**src/airflow_pkg.sv**
```systemverilog
// constants, register map and types of the airflow alarm input logic
package airflow_pkg;
  localparam int          CLK_NS   = 5;
  localparam int          SEC_NS   = 1000000000;
  localparam logic [7:0]  OFS_CTRL = 8'h00;
  localparam logic [7:0]  OFS_INCFG = 8'h04;
  localparam logic [7:0]  OFS_START = 8'h08;
  localparam logic [7:0]  OFS_TEMP = 8'h0C;
  localparam logic [7:0]  OFS_SASH = 8'h10;
  localparam logic [7:0]  OFS_DELAY = 8'h14;
  localparam logic [7:0]  OFS_STAT = 8'h18;
  localparam logic [7:0]  OFS_RELAY = 8'h1C;
  localparam logic [1:0]  RESP_OK  = 2'h0;
  localparam logic [1:0]  RESP_DEC = 2'h3;
  // ctrl fields
  localparam int C_PB2 = 0;      // 2 bits
  localparam int C_PB3 = 2;      // 2 bits
  localparam int C_ENTER_EN = 4;
  localparam int C_REPEAT = 5;
  localparam int C_REDUCE = 6;
  localparam int C_EXT_RED = 7;
  localparam int C_EXT_TXT = 8;
  localparam int C_EMR_RED = 9;
  localparam int C_EMR_TXT = 10;
  localparam int C_RLY = 16;     // one relay enable per alarm
  localparam int INCFG_W = 6;    // per input: mode[5:4] function[3:0]
  localparam int NIN = 3;
  localparam int AW = 12;
  localparam int HI_LIM = 16;
  localparam int CNT_W = 16;
  localparam logic [31:0] CTRL_RST = 32'h0000_0000;
  // alarm indices
  localparam int A_PURGE = 0;
  localparam int A_MAX = 1;
  localparam int A_LOWT = 2;
  localparam int A_HIT = 3;
  localparam int A_SASH = 4;
  localparam int A_EXT = 5;
  localparam int A_EMER = 6;
  localparam int A_CS = 7;
  localparam int A_MAINS = 8;
  localparam int NAL = 9;
  typedef enum logic [1:0] {PB2_LIGHTS, PB2_UV, PB2_PUMP, PB2_SPARE} pb2_t;
  typedef enum logic [1:0] {PB3_SCRUB, PB3_PURGE, PB3_VAV3, PB3_VAV2} pb3_t;
  typedef enum logic [1:0] {M_ANALOG, M_OPEN, M_CLOSED, M_UNUSED} in_mode_t;
  typedef enum logic [3:0] {
    F_NONE, F_TEMP, F_SASHPOS, F_VOLUME, F_DAMPER, F_DISABLE, F_NIGHT, F_EXT,
    F_EMER, F_SASHHI, F_HILO, F_CLOSESASH, F_MAINS, F_PERSON, F_FANSTOP, F_MUTE
  } fn_t;
  typedef enum logic [1:0] {V_MIN, V_RUN, V_MAX} vav_t;
  typedef enum logic [3:0] {
    T_AIRFLOW, T_OFF, T_START, T_DISABLED, T_MAINS, T_EMER, T_CLOSE,
    T_SASHHI, T_LOWT, T_HIT, T_EXT, T_STANDBY, T_BLANK
  } text_t;
endpackage

```
**src/airflow_alarm_input_logic.sv**
```systemverilog
// function logic of the fume cupboard airflow controller with axi4-lite registers
//
// Design decisions made here: the AXI4-Lite interface to the registers and the address map.
`timescale 1ns/1ps
`default_nettype none
module airflow_alarm_input_logic
  import airflow_pkg::*;
#(
  parameter int SEC_CYCLES = SEC_NS / CLK_NS
) (
  // clock and reset
  input  wire logic              aclk,
  input  wire logic              aresetn,
  // axi4-lite slave
  input  wire logic [7:0]        awaddr,
  input  wire logic              awvalid,
  output logic                   awready,
  input  wire logic [31:0]       wdata,
  input  wire logic [3:0]        wstrb,
  input  wire logic              wvalid,
  output logic                   wready,
  output logic [1:0]             bresp,
  output logic                   bvalid,
  input  wire logic              bready,
  input  wire logic [7:0]        araddr,
  input  wire logic              arvalid,
  output logic                   arready,
  output logic [31:0]            rdata,
  output logic [1:0]             rresp,
  output logic                   rvalid,
  input  wire logic              rready,
  // pushbutton presses, one cycle each
  input  wire logic              pb1_press,
  input  wire logic              pb2_press,
  input  wire logic              pb3_press,
  input  wire logic              enter_press,
  // field inputs
  input  wire logic [NIN-1:0]    contact,
  input  wire logic [NIN*AW-1:0] ain,
  input  wire logic              sash_closed,
  // indications
  output text_t                  text,
  output logic                   red_led,
  output logic                   amber_led,
  output logic                   sounder,
  output logic                   mute_icon,
  output logic                   night_icon,
  output logic                   up_arrow,
  output logic                   down_arrow,
  // control outputs
  output vav_t                   vav_demand,
  output logic                   sp_high,
  output logic                   reduced_thresh,
  output logic                   low_air_mute,
  output logic                   airflow_alarm_en,
  output logic                   inhibit,
  output logic [1:0]             vol_in_sel,
  output logic [1:0]             damper_in_sel,
  // relays
  output logic                   rly_lights,
  output logic                   rly_uv,
  output logic                   rly_pump,
  output logic                   rly_scrub,
  output logic                   rly_hilo,
  output logic [NAL-1:0]         rly_alarm
);
  localparam logic [27:0] SEC_LAST = 28'(SEC_CYCLES - 1);

  typedef struct packed {
    logic              fan_on;
    logic [CNT_W-1:0]  start_cnt;
    logic [27:0]       sec_cnt;
    logic              blink;
    logic              pb2_rly;
    logic              pb3_rly;
    vav_t              vav_pos;
    logic [NAL-1:0]    muted;
    logic [CNT_W-1:0]  cs_cnt;
    logic [CNT_W-1:0]  rep_cnt;
    logic              fstop_prev;
    logic [31:0]       ctrl;
    logic [31:0]       incfg;
    logic [31:0]       start_time;
    logic [31:0]       temp_lim;
    logic [31:0]       sash_lim;
    logic [31:0]       delays;
    logic              aw_got;
    logic              w_got;
    logic [7:0]        wa;
    logic [31:0]       wd;
    logic [3:0]        ws;
    logic              bvalid;
    logic [1:0]        bresp;
    logic              rvalid;
    logic [31:0]       rdata;
    logic [1:0]        rresp;
    // outputs held in flip-flops
    text_t             text;
    logic              red;
    logic              amber;
    logic              snd;
    logic              micon;
    vav_t              vav;
    logic [NAL-1:0]    rly;
  } st_t;

  st_t s_q, s_d;

  function automatic logic [31:0] merge(input logic [31:0] o, input logic [31:0] n,
                                        input logic [3:0] st);
    logic [31:0] r;
    r = o;
    for (int b = 0; b < 4; b++) begin
      if (st[b]) r[b*8 +: 8] = n[b*8 +: 8];
    end
    return r;
  endfunction

  // decoded input functions
  logic [15:0]     fn_act;
  logic [NIN-1:0]  temp_lo;
  logic [NIN-1:0]  temp_hi;
  logic [NIN-1:0]  sash_hi_a;
  logic            person_cfg;
  logic            tick;
  logic [NAL-1:0]  al;
  logic [NAL-1:0]  snd_req;
  logic            force_mute;
  logic            cs_sound;
  logic            red_solid;
  logic            red_flash;
  logic            wr_go;
  logic [31:0]     rd_val;
  logic            rd_ok;
  pb2_t            pb2_sel;
  pb3_t            pb3_sel;

  always_comb begin
    fn_t            f;
    in_mode_t       m;
    logic [AW-1:0]  v;
    f = F_NONE;
    m = M_UNUSED;
    v = '0;
    fn_act = '0;
    temp_lo = '0;
    temp_hi = '0;
    sash_hi_a = '0;
    person_cfg = 1'b0;
    vol_in_sel = 2'h0;
    damper_in_sel = 2'h0;
    for (int i = 0; i < NIN; i++) begin
      f = fn_t'(s_q.incfg[i*INCFG_W +: 4]);
      m = in_mode_t'(s_q.incfg[i*INCFG_W+4 +: 2]);
      v = ain[i*AW +: AW];
      if (f == F_PERSON) person_cfg = 1'b1;
      if (m == M_ANALOG) begin
        if (f == F_TEMP) begin
          temp_lo[i] = v < s_q.temp_lim[AW-1:0];
          temp_hi[i] = v > s_q.temp_lim[HI_LIM +: AW];
        end
        if (f == F_SASHPOS) sash_hi_a[i] = v > s_q.sash_lim[AW-1:0];
        // first input cannot carry duct volume or damper feedback
        if (i != 0 && f == F_VOLUME) vol_in_sel = 2'(i + 1);
        if (i != 0 && f == F_DAMPER) damper_in_sel = 2'(i + 1);
      end else if (m != M_UNUSED) begin
        fn_act[f] = fn_act[f] | (m == M_OPEN ? ~contact[i] : contact[i]);
      end
    end
  end

  assign pb2_sel = pb2_t'(s_q.ctrl[C_PB2 +: 2]);
  assign pb3_sel = pb3_t'(s_q.ctrl[C_PB3 +: 2]);
  assign tick = s_q.sec_cnt == SEC_LAST;
  // inhibit follows the start-up timer only; fan off and fan stop clear that timer
  assign inhibit = s_q.start_cnt != '0;
  assign cs_sound = fn_act[F_CLOSESASH] && s_q.cs_cnt == '0;

  always_comb begin
    al = '0;
    al[A_PURGE] = pb3_sel == PB3_PURGE && s_q.pb3_rly;
    al[A_MAX] = pb3_sel == PB3_VAV3 && s_q.vav_pos == V_MAX;
    al[A_LOWT] = |temp_lo;
    al[A_HIT] = |temp_hi;
    al[A_SASH] = |sash_hi_a || fn_act[F_SASHHI];
    al[A_EXT] = fn_act[F_EXT];
    al[A_EMER] = fn_act[F_EMER];
    // an operator at the front clears it as well as a closed sash
    al[A_CS] = fn_act[F_CLOSESASH] && !(sash_closed || fn_act[F_PERSON]);
    al[A_MAINS] = fn_act[F_MAINS];
    snd_req = al;
    snd_req[A_CS] = al[A_CS] && cs_sound;
    force_mute = fn_act[F_DISABLE] || fn_act[F_NIGHT] || fn_act[F_FANSTOP] ||
                 fn_act[F_MUTE] || !s_q.fan_on ||
                 (pb3_sel inside {PB3_VAV3, PB3_VAV2} && s_q.vav_pos == V_MIN);
    red_solid = !s_q.fan_on || fn_act[F_FANSTOP] || fn_act[F_MUTE] ||
                al[A_CS] || al[A_MAINS];
    red_flash = fn_act[F_DISABLE] || al[A_PURGE] || al[A_MAX] || al[A_LOWT] ||
                al[A_HIT] || (al[A_EXT] && s_q.ctrl[C_EXT_RED]) ||
                (al[A_EMER] && s_q.ctrl[C_EMR_RED]) ||
                (pb3_sel inside {PB3_VAV3, PB3_VAV2} && s_q.vav_pos == V_MIN);
  end

  always_comb begin
    s_d = s_q;
    // seconds base and a blink that toggles once a second for flashing leds
    s_d.sec_cnt = tick ? '0 : s_q.sec_cnt + 28'h000_0001;
    if (tick) s_d.blink = ~s_q.blink;
    // pushbutton one switching the fan on and the end of fan stop reload the start-up timer
    s_d.fstop_prev = fn_act[F_FANSTOP];
    if (pb1_press) begin
      s_d.fan_on = ~s_q.fan_on;
      s_d.start_cnt = s_q.fan_on ? '0 : s_q.start_time[CNT_W-1:0];
    end else if (s_q.fstop_prev && !fn_act[F_FANSTOP]) begin
      s_d.start_cnt = s_q.start_time[CNT_W-1:0];
    end else if (fn_act[F_FANSTOP]) begin
      s_d.start_cnt = '0;
    end else if (tick && inhibit) begin
      s_d.start_cnt = s_q.start_cnt - 16'h0001;
    end
    if (pb2_press) s_d.pb2_rly = ~s_q.pb2_rly;
    if (pb3_press) begin
      s_d.pb3_rly = ~s_q.pb3_rly;
      case (s_q.vav_pos)
        V_MIN: s_d.vav_pos = V_RUN;
        V_RUN: s_d.vav_pos = pb3_sel == PB3_VAV3 ? V_MAX : V_MIN;
        default: s_d.vav_pos = V_MIN;
      endcase
    end
    // close sash sounder delay, reloaded while the input is quiet
    if (!fn_act[F_CLOSESASH]) s_d.cs_cnt = s_q.delays[CNT_W-1:0];
    else if (tick && s_q.cs_cnt != '0) s_d.cs_cnt = s_q.cs_cnt - 16'h0001;
    // mute bits: enter sets, clearing alarm drops them
    for (int a = 0; a < NAL; a++) begin
      if (!al[a]) s_d.muted[a] = 1'b0;
      else if (enter_press && !fn_act[F_MUTE] && snd_req[a] &&
               ((a != A_CS && a != A_MAINS) || s_q.ctrl[C_ENTER_EN]))
        s_d.muted[a] = 1'b1;
    end
    // repeat timer re-arms a muted digital sash high alarm
    if (!(s_q.muted[A_SASH] && fn_act[F_SASHHI] && s_q.ctrl[C_REPEAT])) begin
      s_d.rep_cnt = s_q.delays[HI_LIM +: CNT_W];
    end else if (tick) begin
      if (s_q.rep_cnt <= 16'h0001) s_d.muted[A_SASH] = 1'b0;
      else s_d.rep_cnt = s_q.rep_cnt - 16'h0001;
    end
    // registered indications
    if (!s_q.fan_on || fn_act[F_FANSTOP]) s_d.text = T_OFF;
    else if (inhibit) s_d.text = T_START;
    else if (fn_act[F_DISABLE]) s_d.text = T_DISABLED;
    else if (al[A_MAINS]) s_d.text = T_MAINS;
    else if ((al[A_PURGE] || al[A_MAX] || (al[A_EMER] && s_q.ctrl[C_EMR_TXT])) && s_q.blink)
      s_d.text = T_EMER;
    else if (al[A_CS] && s_q.blink) s_d.text = T_CLOSE;
    else if (al[A_SASH] && s_q.blink) s_d.text = T_SASHHI;
    else if (al[A_LOWT] && s_q.blink) s_d.text = T_LOWT;
    else if (al[A_HIT] && s_q.blink) s_d.text = T_HIT;
    else if (al[A_EXT] && s_q.ctrl[C_EXT_TXT] && s_q.blink) s_d.text = T_EXT;
    else if (force_mute && !fn_act[F_MUTE] && s_q.vav_pos == V_MIN &&
             pb3_sel inside {PB3_VAV3, PB3_VAV2} && s_q.blink) s_d.text = T_STANDBY;
    else if (|al || force_mute) s_d.text = T_BLANK;
    else s_d.text = T_AIRFLOW;
    s_d.red = red_solid || (red_flash && s_q.blink);
    s_d.amber = al[A_SASH] && (!s_q.muted[A_SASH] || s_q.blink);
    s_d.snd = !inhibit && !force_mute && |(snd_req & ~s_q.muted);
    s_d.micon = fn_act[F_DISABLE] || fn_act[F_NIGHT] || fn_act[F_MUTE] ||
                |(s_q.muted & al);
    if (al[A_PURGE] || al[A_MAX] || al[A_EMER]) s_d.vav = V_MAX;
    else if (fn_act[F_NIGHT]) s_d.vav = V_MIN;
    else if (pb3_sel inside {PB3_VAV3, PB3_VAV2}) s_d.vav = s_q.vav_pos;
    else s_d.vav = V_RUN;
    s_d.rly = inhibit ? '0 : al & s_q.ctrl[C_RLY +: NAL];
    // axi4-lite write path: address and data in either order
    if (awvalid && awready) begin
      s_d.aw_got = 1'b1;
      s_d.wa = awaddr;
    end
    if (wvalid && wready) begin
      s_d.w_got = 1'b1;
      s_d.wd = wdata;
      s_d.ws = wstrb;
    end
    if (wr_go) begin
      s_d.aw_got = 1'b0;
      s_d.w_got = 1'b0;
      s_d.bvalid = 1'b1;
      s_d.bresp = RESP_OK;
      case (s_q.wa)
        OFS_CTRL: s_d.ctrl = merge(s_q.ctrl, s_q.wd, s_q.ws);
        OFS_INCFG: s_d.incfg = merge(s_q.incfg, s_q.wd, s_q.ws);
        OFS_START: s_d.start_time = merge(s_q.start_time, s_q.wd, s_q.ws);
        OFS_TEMP: s_d.temp_lim = merge(s_q.temp_lim, s_q.wd, s_q.ws);
        OFS_SASH: s_d.sash_lim = merge(s_q.sash_lim, s_q.wd, s_q.ws);
        OFS_DELAY: s_d.delays = merge(s_q.delays, s_q.wd, s_q.ws);
        OFS_STAT, OFS_RELAY: s_d.bresp = RESP_OK;
        default: s_d.bresp = RESP_DEC;
      endcase
    end else if (s_q.bvalid && bready) begin
      s_d.bvalid = 1'b0;
    end
    if (arvalid && arready) begin
      s_d.rvalid = 1'b1;
      s_d.rdata = rd_val;
      s_d.rresp = rd_ok ? RESP_OK : RESP_DEC;
    end else if (s_q.rvalid && rready) begin
      s_d.rvalid = 1'b0;
    end
    if (!aresetn) begin
      s_d = '0;
      s_d.ctrl = CTRL_RST;
      s_d.vav_pos = V_RUN;
      s_d.vav = V_RUN;
      s_d.text = T_OFF;
    end
  end

  always_comb begin
    rd_ok = 1'b1;
    case (araddr)
      OFS_CTRL: rd_val = s_q.ctrl;
      OFS_INCFG: rd_val = s_q.incfg;
      OFS_START: rd_val = s_q.start_time;
      OFS_TEMP: rd_val = s_q.temp_lim;
      OFS_SASH: rd_val = s_q.sash_lim;
      OFS_DELAY: rd_val = s_q.delays;
      OFS_STAT: rd_val = {s_q.start_cnt, 3'h0, al, s_q.fan_on, s_q.vav_pos, s_q.micon};
      OFS_RELAY: rd_val = {16'h0000, 2'h0, s_q.rly, rly_hilo, rly_scrub, rly_pump, rly_uv,
                           rly_lights};
      default: begin
        rd_val = 32'h0000_0000;
        rd_ok = 1'b0;
      end
    endcase
  end

  always_ff @(posedge aclk) begin
    s_q <= s_d;
  end

  assign wr_go = s_q.aw_got && s_q.w_got && !s_q.bvalid;
  assign awready = !s_q.aw_got && !s_q.bvalid;
  assign wready = !s_q.w_got && !s_q.bvalid;
  assign bvalid = s_q.bvalid;
  assign bresp = s_q.bresp;
  assign arready = !s_q.rvalid;
  assign rvalid = s_q.rvalid;
  assign rdata = s_q.rdata;
  assign rresp = s_q.rresp;
  assign text = s_q.text;
  assign red_led = s_q.red;
  assign amber_led = s_q.amber;
  assign sounder = s_q.snd;
  assign mute_icon = s_q.micon;
  assign night_icon = fn_act[F_NIGHT];
  assign up_arrow = fn_act[F_HILO];
  assign down_arrow = !fn_act[F_HILO];
  assign vav_demand = s_q.vav;
  assign sp_high = !person_cfg || fn_act[F_PERSON];
  assign reduced_thresh = !sp_high || (fn_act[F_NIGHT] && s_q.ctrl[C_REDUCE]);
  assign low_air_mute = fn_act[F_NIGHT] && !s_q.ctrl[C_REDUCE];
  assign airflow_alarm_en = !inhibit && !force_mute && s_q.vav == V_RUN;
  assign rly_lights = !inhibit && pb2_sel == PB2_LIGHTS && s_q.pb2_rly;
  assign rly_uv = !inhibit && pb2_sel == PB2_UV && s_q.pb2_rly;
  assign rly_pump = !inhibit && pb2_sel == PB2_PUMP && s_q.pb2_rly;
  assign rly_scrub = !inhibit && pb3_sel == PB3_SCRUB && s_q.pb3_rly;
  assign rly_hilo = !inhibit && fn_act[F_HILO] && s_q.ctrl[C_RLY + NAL];
  assign rly_alarm = s_q.rly;

  property p_inhibit_quiet;
    @(posedge aclk) disable iff (!aresetn) inhibit |=> !sounder && rly_alarm == '0;
  endproperty
  a_inhibit_quiet: assert property (p_inhibit_quiet) else $error("output during start-up");
  property p_purge_max;
    @(posedge aclk) disable iff (!aresetn) al[A_PURGE] |=> vav_demand == V_MAX;
  endproperty
  a_purge_max: assert property (p_purge_max) else $error("purge not at vav max");
  property p_emer_max;
    @(posedge aclk) disable iff (!aresetn) fn_act[F_EMER] |=> vav_demand == V_MAX;
  endproperty
  a_emer_max: assert property (p_emer_max) else $error("emergency not at vav max");
  property p_night_min;
    @(posedge aclk) disable iff (!aresetn)
      fn_act[F_NIGHT] && !fn_act[F_EMER] && !al[A_PURGE] && !al[A_MAX] |=> vav_demand == V_MIN;
  endproperty
  a_night_min: assert property (p_night_min) else $error("night set-back not at min");
  property p_disable_mutes;
    @(posedge aclk) disable iff (!aresetn) fn_act[F_DISABLE] |=> !sounder && mute_icon;
  endproperty
  a_disable_mutes: assert property (p_disable_mutes) else $error("disable not muted");
  property p_mute_input;
    @(posedge aclk) disable iff (!aresetn) fn_act[F_MUTE] |=> red_led && !sounder;
  endproperty
  a_mute_input: assert property (p_mute_input) else $error("mute input ignored");
  property p_mute_clears;
    @(posedge aclk) disable iff (!aresetn)
      s_q.muted[A_EXT] && !al[A_EXT] |=> !s_q.muted[A_EXT];
  endproperty
  a_mute_clears: assert property (p_mute_clears) else $error("mute outlived alarm");
  property p_no_vol_in1;
    @(posedge aclk) disable iff (!aresetn) vol_in_sel != 2'h1 && damper_in_sel != 2'h1;
  endproperty
  a_no_vol_in1: assert property (p_no_vol_in1) else $error("volume on input one");
  property p_max_three_pos;
    @(posedge aclk) disable iff (!aresetn)
      pb3_press && s_q.vav_pos == V_RUN && pb3_sel == PB3_VAV2 |=> s_q.vav_pos == V_MIN;
  endproperty
  a_max_three_pos: assert property (p_max_three_pos) else $error("max in two-pos");
  property p_enter_icon;
    @(posedge aclk) disable iff (!aresetn) s_q.muted[A_EXT] && al[A_EXT] |=> mute_icon;
  endproperty
  a_enter_icon: assert property (p_enter_icon) else $error("mute icon missing");
  c_purge: cover property (@(posedge aclk) disable iff (!aresetn) al[A_PURGE] ##1 sounder);
  c_enter_mute: cover property (@(posedge aclk) disable iff (!aresetn)
    sounder ##1 enter_press ##2 !sounder && mute_icon);
  c_startup: cover property (@(posedge aclk) disable iff (!aresetn) inhibit ##1 !inhibit);
  c_wr: cover property (@(posedge aclk) disable iff (!aresetn) bvalid && bready);
endmodule
`default_nettype wire

```
**config.mk**
```make
export PLATFORM = sky130hd
export DESIGN_NAME = airflow_alarm_input_logic
export DESIGN_NICKNAME = d
export VERILOG_FILES = /design/src/airflow_pkg.sv /design/src/airflow_alarm_input_logic.sv
export SDC_FILE = /design/constraint.sdc
export NUM_CORES = 1
export LEC_CHECK = 0
export CORE_MARGIN = 2
export CORE_UTILIZATION = 44
export DETAILED_ROUTE_END_ITERATION = 16
export DONT_BUFFER_PORTS = 1
export GPL_ROUTABILITY_DRIVEN = 0
export PLACE_DENSITY = 0.69
export REMOVE_ABC_BUFFERS = 1
export SLEW_MARGIN = 25
export SYNTH_ARGS = -nofsm -noshare
export SYNTH_HDL_FRONTEND = slang
export SYNTH_SLANG_ARGS = --single-unit
```
**constraint.sdc**
```tcl
create_clock -name aclk -period 3.5 [get_ports aclk]
set_input_delay 0.525 -clock aclk [delete_from_list [all_inputs] [get_ports aclk]]
set_output_delay 0.525 -clock aclk [all_outputs]
set_load 0.01 [all_outputs]
```
---- Word-level counts from Yosys, hierarchy flattened ----
Memory sizes are Yosys's and may differ from the RTL's. A register that Yosys moved wholly into a read port is not among the register bits.
Index checks and enable logic that the tools add are counted.
cells by class
  eq/ne operators ......................... 45
  reductions and logical operators ........ 171
  order comparisons ....................... 16
  bitwise operators ....................... 16
  add/sub/neg operators ................... 4
  mux-type cells .......................... 92
operators by type and width
  kind                   count
  $mux 16                16
  $pmux 32 s8            1
  $gt 12x12->1           6
  $reduce_and 3->1       24
  $logic_and 1x1->1      66
  $eq 8x5->1 const B     8
  $sub 16x1->16 const B  3
  $mux 1                 40
  $lt 12x12->1           3
  $bwmux 16              2
  $eq 8x4->1 const B     4
  $mux 2                 16
  $reduce_bool 16->1     2
  $add 28x1->28 const B  1
  $eq 28x28->1 const B   1
  $logic_or 1x1->1       28
  $mux 4                 7
  $and 9x9->9            3
  $reduce_or 8->1        3
  $eq 4x2->1 const B     5
  $reduce_and 2->1       9
  $reduce_or 9->1        2
  $and 16x16->16         1
  $eq 8x3->1 const B     2
  other kinds (27)       91
storage, ports and cells
  memory bits (read-only) ................. 16
  logic and storage cells ................. 407
  output and inout bits ................... 77
  flip-flop bits (word level) ............. 387
  memories ................................ 1
memory list
  memory           words  width  rd ports  clocked after memory_dff  wr ports  line                              source
  (no name shown)  16     1      1         1                         0         airflow_alarm_input_logic.sv:167  fn_act[f] = fn_act[f] | (m == M_OPEN ? ~contact[i] : contact[i]);

---- Depth between registers and ports, before layout ----
Gate-level depths: netlist of the first run.
  depth in word-level cells ............... 38
  mapped depth ............................ 14
  gate-level depth less buffers ........... 12

---- Worst setup path after synthesis of the first run ----
Ideal clock, no wire load.
  kind .................................... input to output
  start ................................... in contact[0]
  end ..................................... out low_air_mute
  slack ................................... -0.055 ns
  cell stages on the path ................. 11
  data arrival time ....................... 3.030 ns
  required time ........................... 2.975 ns
  cells stage by stage .................... or3b_1 buf_2 a21o_1 or4_4 o2111ai_2 a311oi_2 and2_2 and3_1 buf_2 a21oi_1 nor2b_1
between the ends
  word-level cells in the longest chain between the ends .. 19
RTL lines
  element                              line                              source
  start: declaration                   airflow_alarm_input_logic.sv:38   input wire logic [NIN-1:0] contact,
  $not 1->1                            airflow_alarm_input_logic.sv:167
  $mux 1 (*)                           airflow_alarm_input_logic.sv:167
  $or 1x1->1 (*)                       airflow_alarm_input_logic.sv:167
  $and 16x16->16 (no source line) (*)  -
  $mux 16 (*)                          airflow_alarm_input_logic.sv:166  end else if (m != M_UNUSED) begin
  $mux 16 (*)                          airflow_alarm_input_logic.sv:157  if (m == M_ANALOG) begin
  $bmux 1 s4                           airflow_alarm_input_logic.sv:167
  $mux 1 (not written as such)         airflow_alarm_input_logic.sv:167
  [... 4 more ...]                     -
  $bmux 1 s4                           airflow_alarm_input_logic.sv:167
  $mux 1 (not written as such)         airflow_alarm_input_logic.sv:167
  $or 1x1->1                           airflow_alarm_input_logic.sv:167
  $bwmux 16                            airflow_alarm_input_logic.sv:167
  $mux 16                              airflow_alarm_input_logic.sv:166
  $mux 16 (*)                          airflow_alarm_input_logic.sv:157
  via night_icon                       airflow_alarm_input_logic.sv:47   output logic night_icon,
  $logic_and 1x1->1 (*)                airflow_alarm_input_logic.sv:360  assign low_air_mute = fn_act[F_NIGHT] && !s_q.ctrl[C_REDUCE];
  end: declaration                     airflow_alarm_input_logic.sv:54   output logic low_air_mute,
The timed path passes the listed nets; every way through them passes the cells marked *. The select of a mux whose other input is x is not followed.

---- Worst setup path after layout of the first run ----
  start ................................... reg s_q[236] (netlist name)
  end ..................................... out airflow_alarm_en
between the ends
  word-level cells in the longest chain between the ends .. 26
RTL lines
  element                             line                              source
  start: declaration                  airflow_alarm_input_logic.sv:107  st_t s_q, s_d;
  start signal: assignment            airflow_alarm_input_logic.sv:337  s_q <= s_d;
  $eq 2x1->1                          airflow_alarm_input_logic.sv:167
  $mux 1                              airflow_alarm_input_logic.sv:167
  $or 1x1->1                          airflow_alarm_input_logic.sv:167
  $and 16x16->16 (no source line)     -
  $mux 16                             airflow_alarm_input_logic.sv:166
  $mux 16 (*)                         airflow_alarm_input_logic.sv:157
  $bmux 1 s4                          airflow_alarm_input_logic.sv:167
  $mux 1 (not written as such)        airflow_alarm_input_logic.sv:167
  [... 7 more ...]                    -
  $bwmux 16                           airflow_alarm_input_logic.sv:167
  $mux 16                             airflow_alarm_input_logic.sv:166
  $mux 16 (*)                         airflow_alarm_input_logic.sv:157
  $logic_or 1x1->1 (2 in a row)       airflow_alarm_input_logic.sv:193  force_mute = fn_act[F_DISABLE] || fn_act[F_NIGHT] || fn_act[F_FANSTOP] ||
  $logic_or 1x1->1 (*)                airflow_alarm_input_logic.sv:193
  $logic_or 1x1->1 (*) (2 in a row)   airflow_alarm_input_logic.sv:194  fn_act[F_MUTE] || !s_q.fan_on ||
  $logic_not 1->1 (*)                 airflow_alarm_input_logic.sv:361  assign airflow_alarm_en = !inhibit && !force_mute && s_q.vav == V_RUN;
  $logic_and 1x1->1 (*) (2 in a row)  airflow_alarm_input_logic.sv:361
  end: declaration                    airflow_alarm_input_logic.sv:55   output logic airflow_alarm_en,
Every way passes the cells marked *; elsewhere a longest branch is shown, timed or not. The select of a mux whose other input is x is not followed.

==> run metrics, run 1 <==
status finished with violations; failing checks setup timing; hold_ws 0.0799 ns; Tightest Pin Transition 0.994 ns; commonest non-fill, non-tap cells in the layout nor2_1, dfxtp_1, mux2i_1, a21oi_1, nand2_1; Initial Util 0.445; share of flip-flops with an asynchronous set or reset after synthesis 0; cell leakage power 0.00919 µW; Worst Hold Depth 1; crit-path max cell delay roughly 0.47 ns; Die Y 221 µm; CP bufs+invs 0; initial antenna violation count 1; Hold Crit Class in -> reg; Final WS setup -0.376 ns; WHS Endpoint rvalid; Final Hold Viols 0; NetSw 2350 µW; met3 Usage GRT 0.0632; I/O pin count 180; Iteration-0 DRC Markers 2,404; Clock Power Share 0.448; Final min period 3.88 ns; reg2reg setup slack 0.03 ns; power per cell area 405 nW/µm²; Finished Core Util 0.507; half-perimeter wire length after placement 52.0 mm; area of placed instances 21,600 µm²; DIE WIDTH 221 µm; die area 48,700 µm²; Post-Route WL 71.7 mm; CTS tree yes; met2 GRT Util 0.463; worst-path cell with the longest stage delay or3b_4; setup violators final 8; Worst-path clk slew 0.07 ns; CP startpoint kind register; DR WL/cell between 20 and 25 µm; Worst Setup End Kind primary output; cell taking the most area after synthesis dfxtp_1; Clock Sinks 385; Flop pwr share 0.484; worst reg2reg path depth 13; fillers ~4,200; top-area cell type share of the netlist area 0.373; remaining global-route overflow 0; vias post-DR between 15,000 and 20,000; synthesized cell area 20,700 µm²; Pre-antenna DRT Iters 8; Synth-to-Final Area Change 14.0%; Final Cycle Share 1.11; num rows 79; share of cells above drive strength 1 0.130; Top Usage Layer GRT met2; post-synth cell types 95; Max VDD drop between 0.3 and 0.4 mV; RSZ-0062 raised after global routing true; Yosys warnings 0; max cap viols 0; Yosys reg bits 385; cts bufs inserted between 40 and 50; Synth Area per Inst 8.49 µm²; Mapped Cells 2,434; critical-path maximum fanout 7; Main synth FF type dfxtp_1; CTS root buffer clkbuf_16; Total GRT Usage 0.287; Slew HR 0.336; Post-CTS Hold Fix Bufs 0; CP top delay family compound AO/OA/AOI/OAI gates; Worst Path Arrival 3.35 ns; Required @ worst endpoint 2.97 ns; post-synthesis sequential area ratio 0.373; GR met1 Demand/Resource 0.364; setup tns final -2.25 ns; vias in the first global route 18,300; Combinational Power Share 0.068; port bufs 0; final net count 2,662; antenna-violating nets left 0; commonest non-fill, non-tap cell in the layout nor2_1; wire length of the first global-routing pass 108 mm; final instance area 23,500 µm²; Max Slew Vio Count 0; Core Box Area roughly 46,000 µm²; reg-to-reg critical path startpoint s_q[236]; cells along the critical path or3b_4 > a2111oi_2 > o221ai_1 > a22oi_1 > nor2_1 > a221o_1 > and3_4 > o221ai_4 > nor2_2 > and4b_1; via density per instance slightly above 6; Worst R2R End text[0]; Post-synth EDFFs 0; DRC violations left 0; worst skew pair latency 0.56 ns; clk_skew around 0.027 ns; sw frac 0.247; Fmax 0.258 GHz; Int Pwr around 7200 µW; critical path class reg -> out; largest net degree at the start of global routing roughly 140; synth top area cells dfxtp_1, mux2i_1, nor2_1, ha_1, a21oi_1; htree depth 2; min-delay src rready; Max clock buf depth 3
-- worst max-delay path by stage --
stage,start,endpoint,slack [ns],depth (start not counted)
final,s_q[236],airflow_alarm_en,-0.38,10
after global routing,s_q[239],airflow_alarm_en,-0.46,11
after CTS,s_q[233],airflow_alarm_en,-0.22,11
after detailed placement,contact[0],reduced_thresh,-0.08,11
after global placement,contact[0],reduced_thresh,-0.06,11
after floorplan,aresetn,rly_alarm[0],-2.45,3
-- area by class of cell --
class,count,area (µm²),share of cell area
inverter,65,251,0.0107
timing repair buffer,145,1210,0.0513
clock inverter,12,124,0.00526
antenna,2,5.00,0.000213
clock buffer,60,1180,0.0500
tap,607,759,0.0323
multi-input combinational,1811,12300,0.522
sequential,385,7730,0.329
-- sequential cells by signal, summed over array words and instances, names as in the netlist --
signal / flops
s_q: 326
rdata: 32
rly_alarm: 9
text: 4
pb2_sel: 2
pb3_sel: 2
vav_demand: 2
amber_led: 1
bresp: 1
bvalid: 1
mute_icon: 1
red_led: 1
rresp: 1
rvalid: 1
sounder: 1
-- cells in the mapped netlist (10+ instances only) --
| cell type | instances |
|---|---|
| nor2_1 | 406 |
| dfxtp_1 | 385 |
| mux2i_1 | 213 |
| a21oi_1 | 190 |
| nand2_1 | 183 |
| ha_1 | 110 |
| clkbuf_1 | 96 |
| o21ai_0 | 78 |
| inv_1 | 65 |
| buf_4 | 55 |
| nand3_1 | 43 |
| nor3_1 | 43 |
| a22oi_1 | 35 |
| xnor2_1 | 34 |
| xor2_1 | 33 |
| a211oi_1 | 30 |
| a31oi_1 | 29 |
| nor2b_1 | 29 |
| and3_1 | 26 |
| nand2b_1 | 24 |
| a221oi_1 | 23 |
| nand4_1 | 20 |
| a22o_1 | 18 |
| and2_1 | 15 |
| mux2_2 | 14 |
| or3_1 | 14 |
| nor4_1 | 13 |
| a21o_1 | 12 |
| buf_2 | 12 |
| o211ai_1 | 11 |
| buf_1 | 10 |
-- stage by stage --
stage	cells	worst slack, ns	power (µW)
final	3087	-0.376	9540
after global routing	3086	-0.462	9840
after CTS	3078	-0.224	9560
after detailed placement	2995	-0.0800	5320
after global placement	2995	-0.0624	5290
after floorplan	2261	-2.45	5060
-- what timing repair did --
item,4_1_cts,5_1_grt
endpoints found under the setup margin,10,29
pin swaps,16,18
setup buffers,11,7
gates resized for setup,61,49
-- power by group through the flow --
stage                     registers (µW)  logic, µW  clock network [µW]
final                               4620        650                4280
after floorplan                     4650        416                   0
after CTS                           4610        626                4330
after global routing                4620        716                4500
after detailed placement            4710        611                   0
after global placement              4710        583                   0
-- logic make-up after synthesis --
logic type | synth area share
compound gates | 0.170
xor+xnor | 0.0292
fa+ha+maj | 0.0666
buf+inv | 0.0540
flops | 0.373
mux | 0.113
simple gates | 0.194
-- per-layer routing --
layer / part of all wire / vias to the layer above
li1: - / 8702
met1: 0.39 / 9173
met2: 0.45 / 1046
met3: 0.11 / 229
met4: 0.054 / 0
met5: 0 / -
(Power assumes the default switching activity.)
==> inputs of run 2 (changes only) <==
--- a/config.mk
+++ b/config.mk
@@ -5,7 +5,7 @@
 export SDC_FILE = /design/constraint.sdc
 export NUM_CORES = 1
 export LEC_CHECK = 0
-export CORE_MARGIN = 2
+export CORE_MARGIN = 1.5
 export CORE_UTILIZATION = 44
 export DETAILED_ROUTE_END_ITERATION = 16
 export DONT_BUFFER_PORTS = 1
==> run metrics, run 2 (synthesized netlist as in run 1, its figures left out) <==
RSZ-0062 raised after global routing true; clk_skew 0.0188 ns (-0.00796 ns); Pre-antenna DRT Iters 8 (unchanged); final net count 2,661 (-0.038%); Initial Util 0.445 (unchanged); Post-CTS Hold Fix Bufs 0 (unchanged); power per cell area 427 nW/µm² (+5.4%); Core Box Area 46,500 µm² (unchanged); final instance area 23,700 µm² (+0.62%); DR WL/cell 23.2 µm (about the same); hold_ws 0.0777 ns (-0.00229 ns); max cap viols 0 (unchanged); share of cells above drive strength 1 0.134 (+0.00428); status finished with violations; largest net degree at the start of global routing 107 (-22%); Finished Core Util 0.510 (+0.00315); CTS tree yes; Max Slew Vio Count 0 (unchanged); worst reg2reg path depth 12 (-1); CP startpoint kind register; Worst Hold Depth 1 (unchanged); remaining global-route overflow 0 (unchanged); Worst Setup End Kind primary output; reg-to-reg critical path startpoint s_q[241]; Max clock buf depth 3 (unchanged); Fmax 0.257 GHz (-0.24%); max reg flops 326 (unchanged); Synth-to-Final Area Change 14.7%; initial antenna violation count 3 (+2); Final WS setup -0.385 ns (-0.00933 ns); vias post-DR 19,100 (-0.14%); DRC violations left 0 (unchanged); half-perimeter wire length after placement 52.3 mm (+0.49%); wire length of the first global-routing pass 108 mm (+0.35%); cell leakage power 0.00928 µW (+0.92%); min-delay src rready; Setup WS pre-CTS -0.145 ns (-0.0650 ns); Post-Route WL 71.7 mm (about the same); htree depth 2 (unchanged); Clock Sinks 385 (unchanged); WHS Endpoint rvalid; Die Y 220 µm (-0.45%); antenna-violating nets left 0 (unchanged); Worst-path clk slew 0.06 ns (about the same); Most flops, register s_q; DIE WIDTH 220 µm (-0.45%); critical path class reg -> out; Final min period 3.89 ns (+0.00933 ns); failing checks setup timing; area of placed instances 21,600 µm² (+0.12%); vias in the first global route 18,400 (+0.44%); port bufs 0 (unchanged); Slew HR 0.291 (-0.0451); setup violators final 8 (unchanged); Tightest Pin Transition 1.06 ns (+0.0616 ns); final cell count without fillers 3,089 (+0.065%); Total GRT Usage 0.290 (+0.00275); commonest non-fill, non-tap cells in the layout nor2_1, dfxtp_1, mux2i_1, a21oi_1, nand2_1; Worst Path Arrival 3.36 ns (about the same); num rows 79 (unchanged); Final Cycle Share 1.11 (+0.00267); critical-path maximum fanout 5 (-2); CTS root buffer clkbuf_16; reg2reg setup slack 0.04 ns (about the same); I/O pin count 180 (unchanged); Required @ worst endpoint 2.97 ns (about the same); die area 48,200 µm² (-0.90%); commonest non-fill, non-tap cell in the layout nor2_1; Max VDD drop 0.364 mV (-6.9%); worst skew pair latency 0.56 ns (about the same); Worst R2R End text[2]; Final Hold Viols 0 (unchanged); Iteration-0 DRC Markers 2,484 (+3.3%); Hold Crit Class in -> reg; cts bufs inserted 41 (unchanged); dpl cells 2,998 (+0.10%); via density per instance 6.19 (-0.20%)
==> run 2: changes by cell type in the layout (fill, tap and decap cells not counted), sizes merged <==
cell | previous run | this run
buf | 145 | 144
bufinv | 2 | 9
clkbuf | 60 | 50
clkinv | 6 | 11
clkinvlp | 1 | 3
diode | 2 | 1
==> run 2: per-layer routing <==
layer	vias up	global-route usage	share of wire
met4	0	0.124	0.045
li1	8693	-	-
met2	1094	0.472	0.46
met5	-	0	0
met1	9124	0.372	0.40
met3	213	0.0576	0.10
==> run 2: worst max path at each step <==
stage	startpoint	to	depth (start not counted)
after floorplan	aresetn	rly_alarm[0]	3
after global placement	contact[0]	reduced_thresh	11
after detailed placement	contact[0]	reduced_thresh	11
after CTS	s_q[233]	airflow_alarm_en	11
after global routing	s_q[240]	airflow_alarm_en	11
final	s_q[240]	airflow_alarm_en	11
==> run 2: per-stage QoR <==
stage / setup TNS (ns) / power, µW
after floorplan: -459.82 / 5060
after global placement: -0.135 / 5300
after detailed placement: -0.519 / 5330
after CTS: -1.42 / 10100
after global routing: -2.79 / 10400
final: -2.41 / 10100
==> run 2: worst max-delay path, cell delays in order, from the launching register on <==
cell and delay, ns:
dfxtp_4 0.38, buf_4 0.15, nand2b_1 0.20, or3_4 0.37, a2111oi_4 0.40, o32ai_4 0.15, nor2_1 0.18, a221o_1 0.20
and3_4 0.24, o221ai_4 0.12, nor2_2 0.14, and4b_2 0.27
==> run 2: power by group <==
part	switching (µW)	internal, µW	total [µW]
clock	1910	2950	4860
sequential	152	4460	4610
combinational	405	247	652
==> run 2: area by class of cell <==
type / count / area (µm²)
timing repair buffer: 144 / 1190
clock inverter: 26 / 399
clock buffer: 50 / 1110
fill: 4250 / 22800
antenna: 1 / 2.50
inverter: 65 / 254
tap: 607 / 759
sequential: 385 / 7730
multi-input combinational: 1811 / 12200
==> run 2: repair_timing <==
item / CTS / global route
resized for setup: 63 / 39
setup buffers: 11 / 4
pin swaps: 21 / 13
setup endpoints to repair: 19 / 30
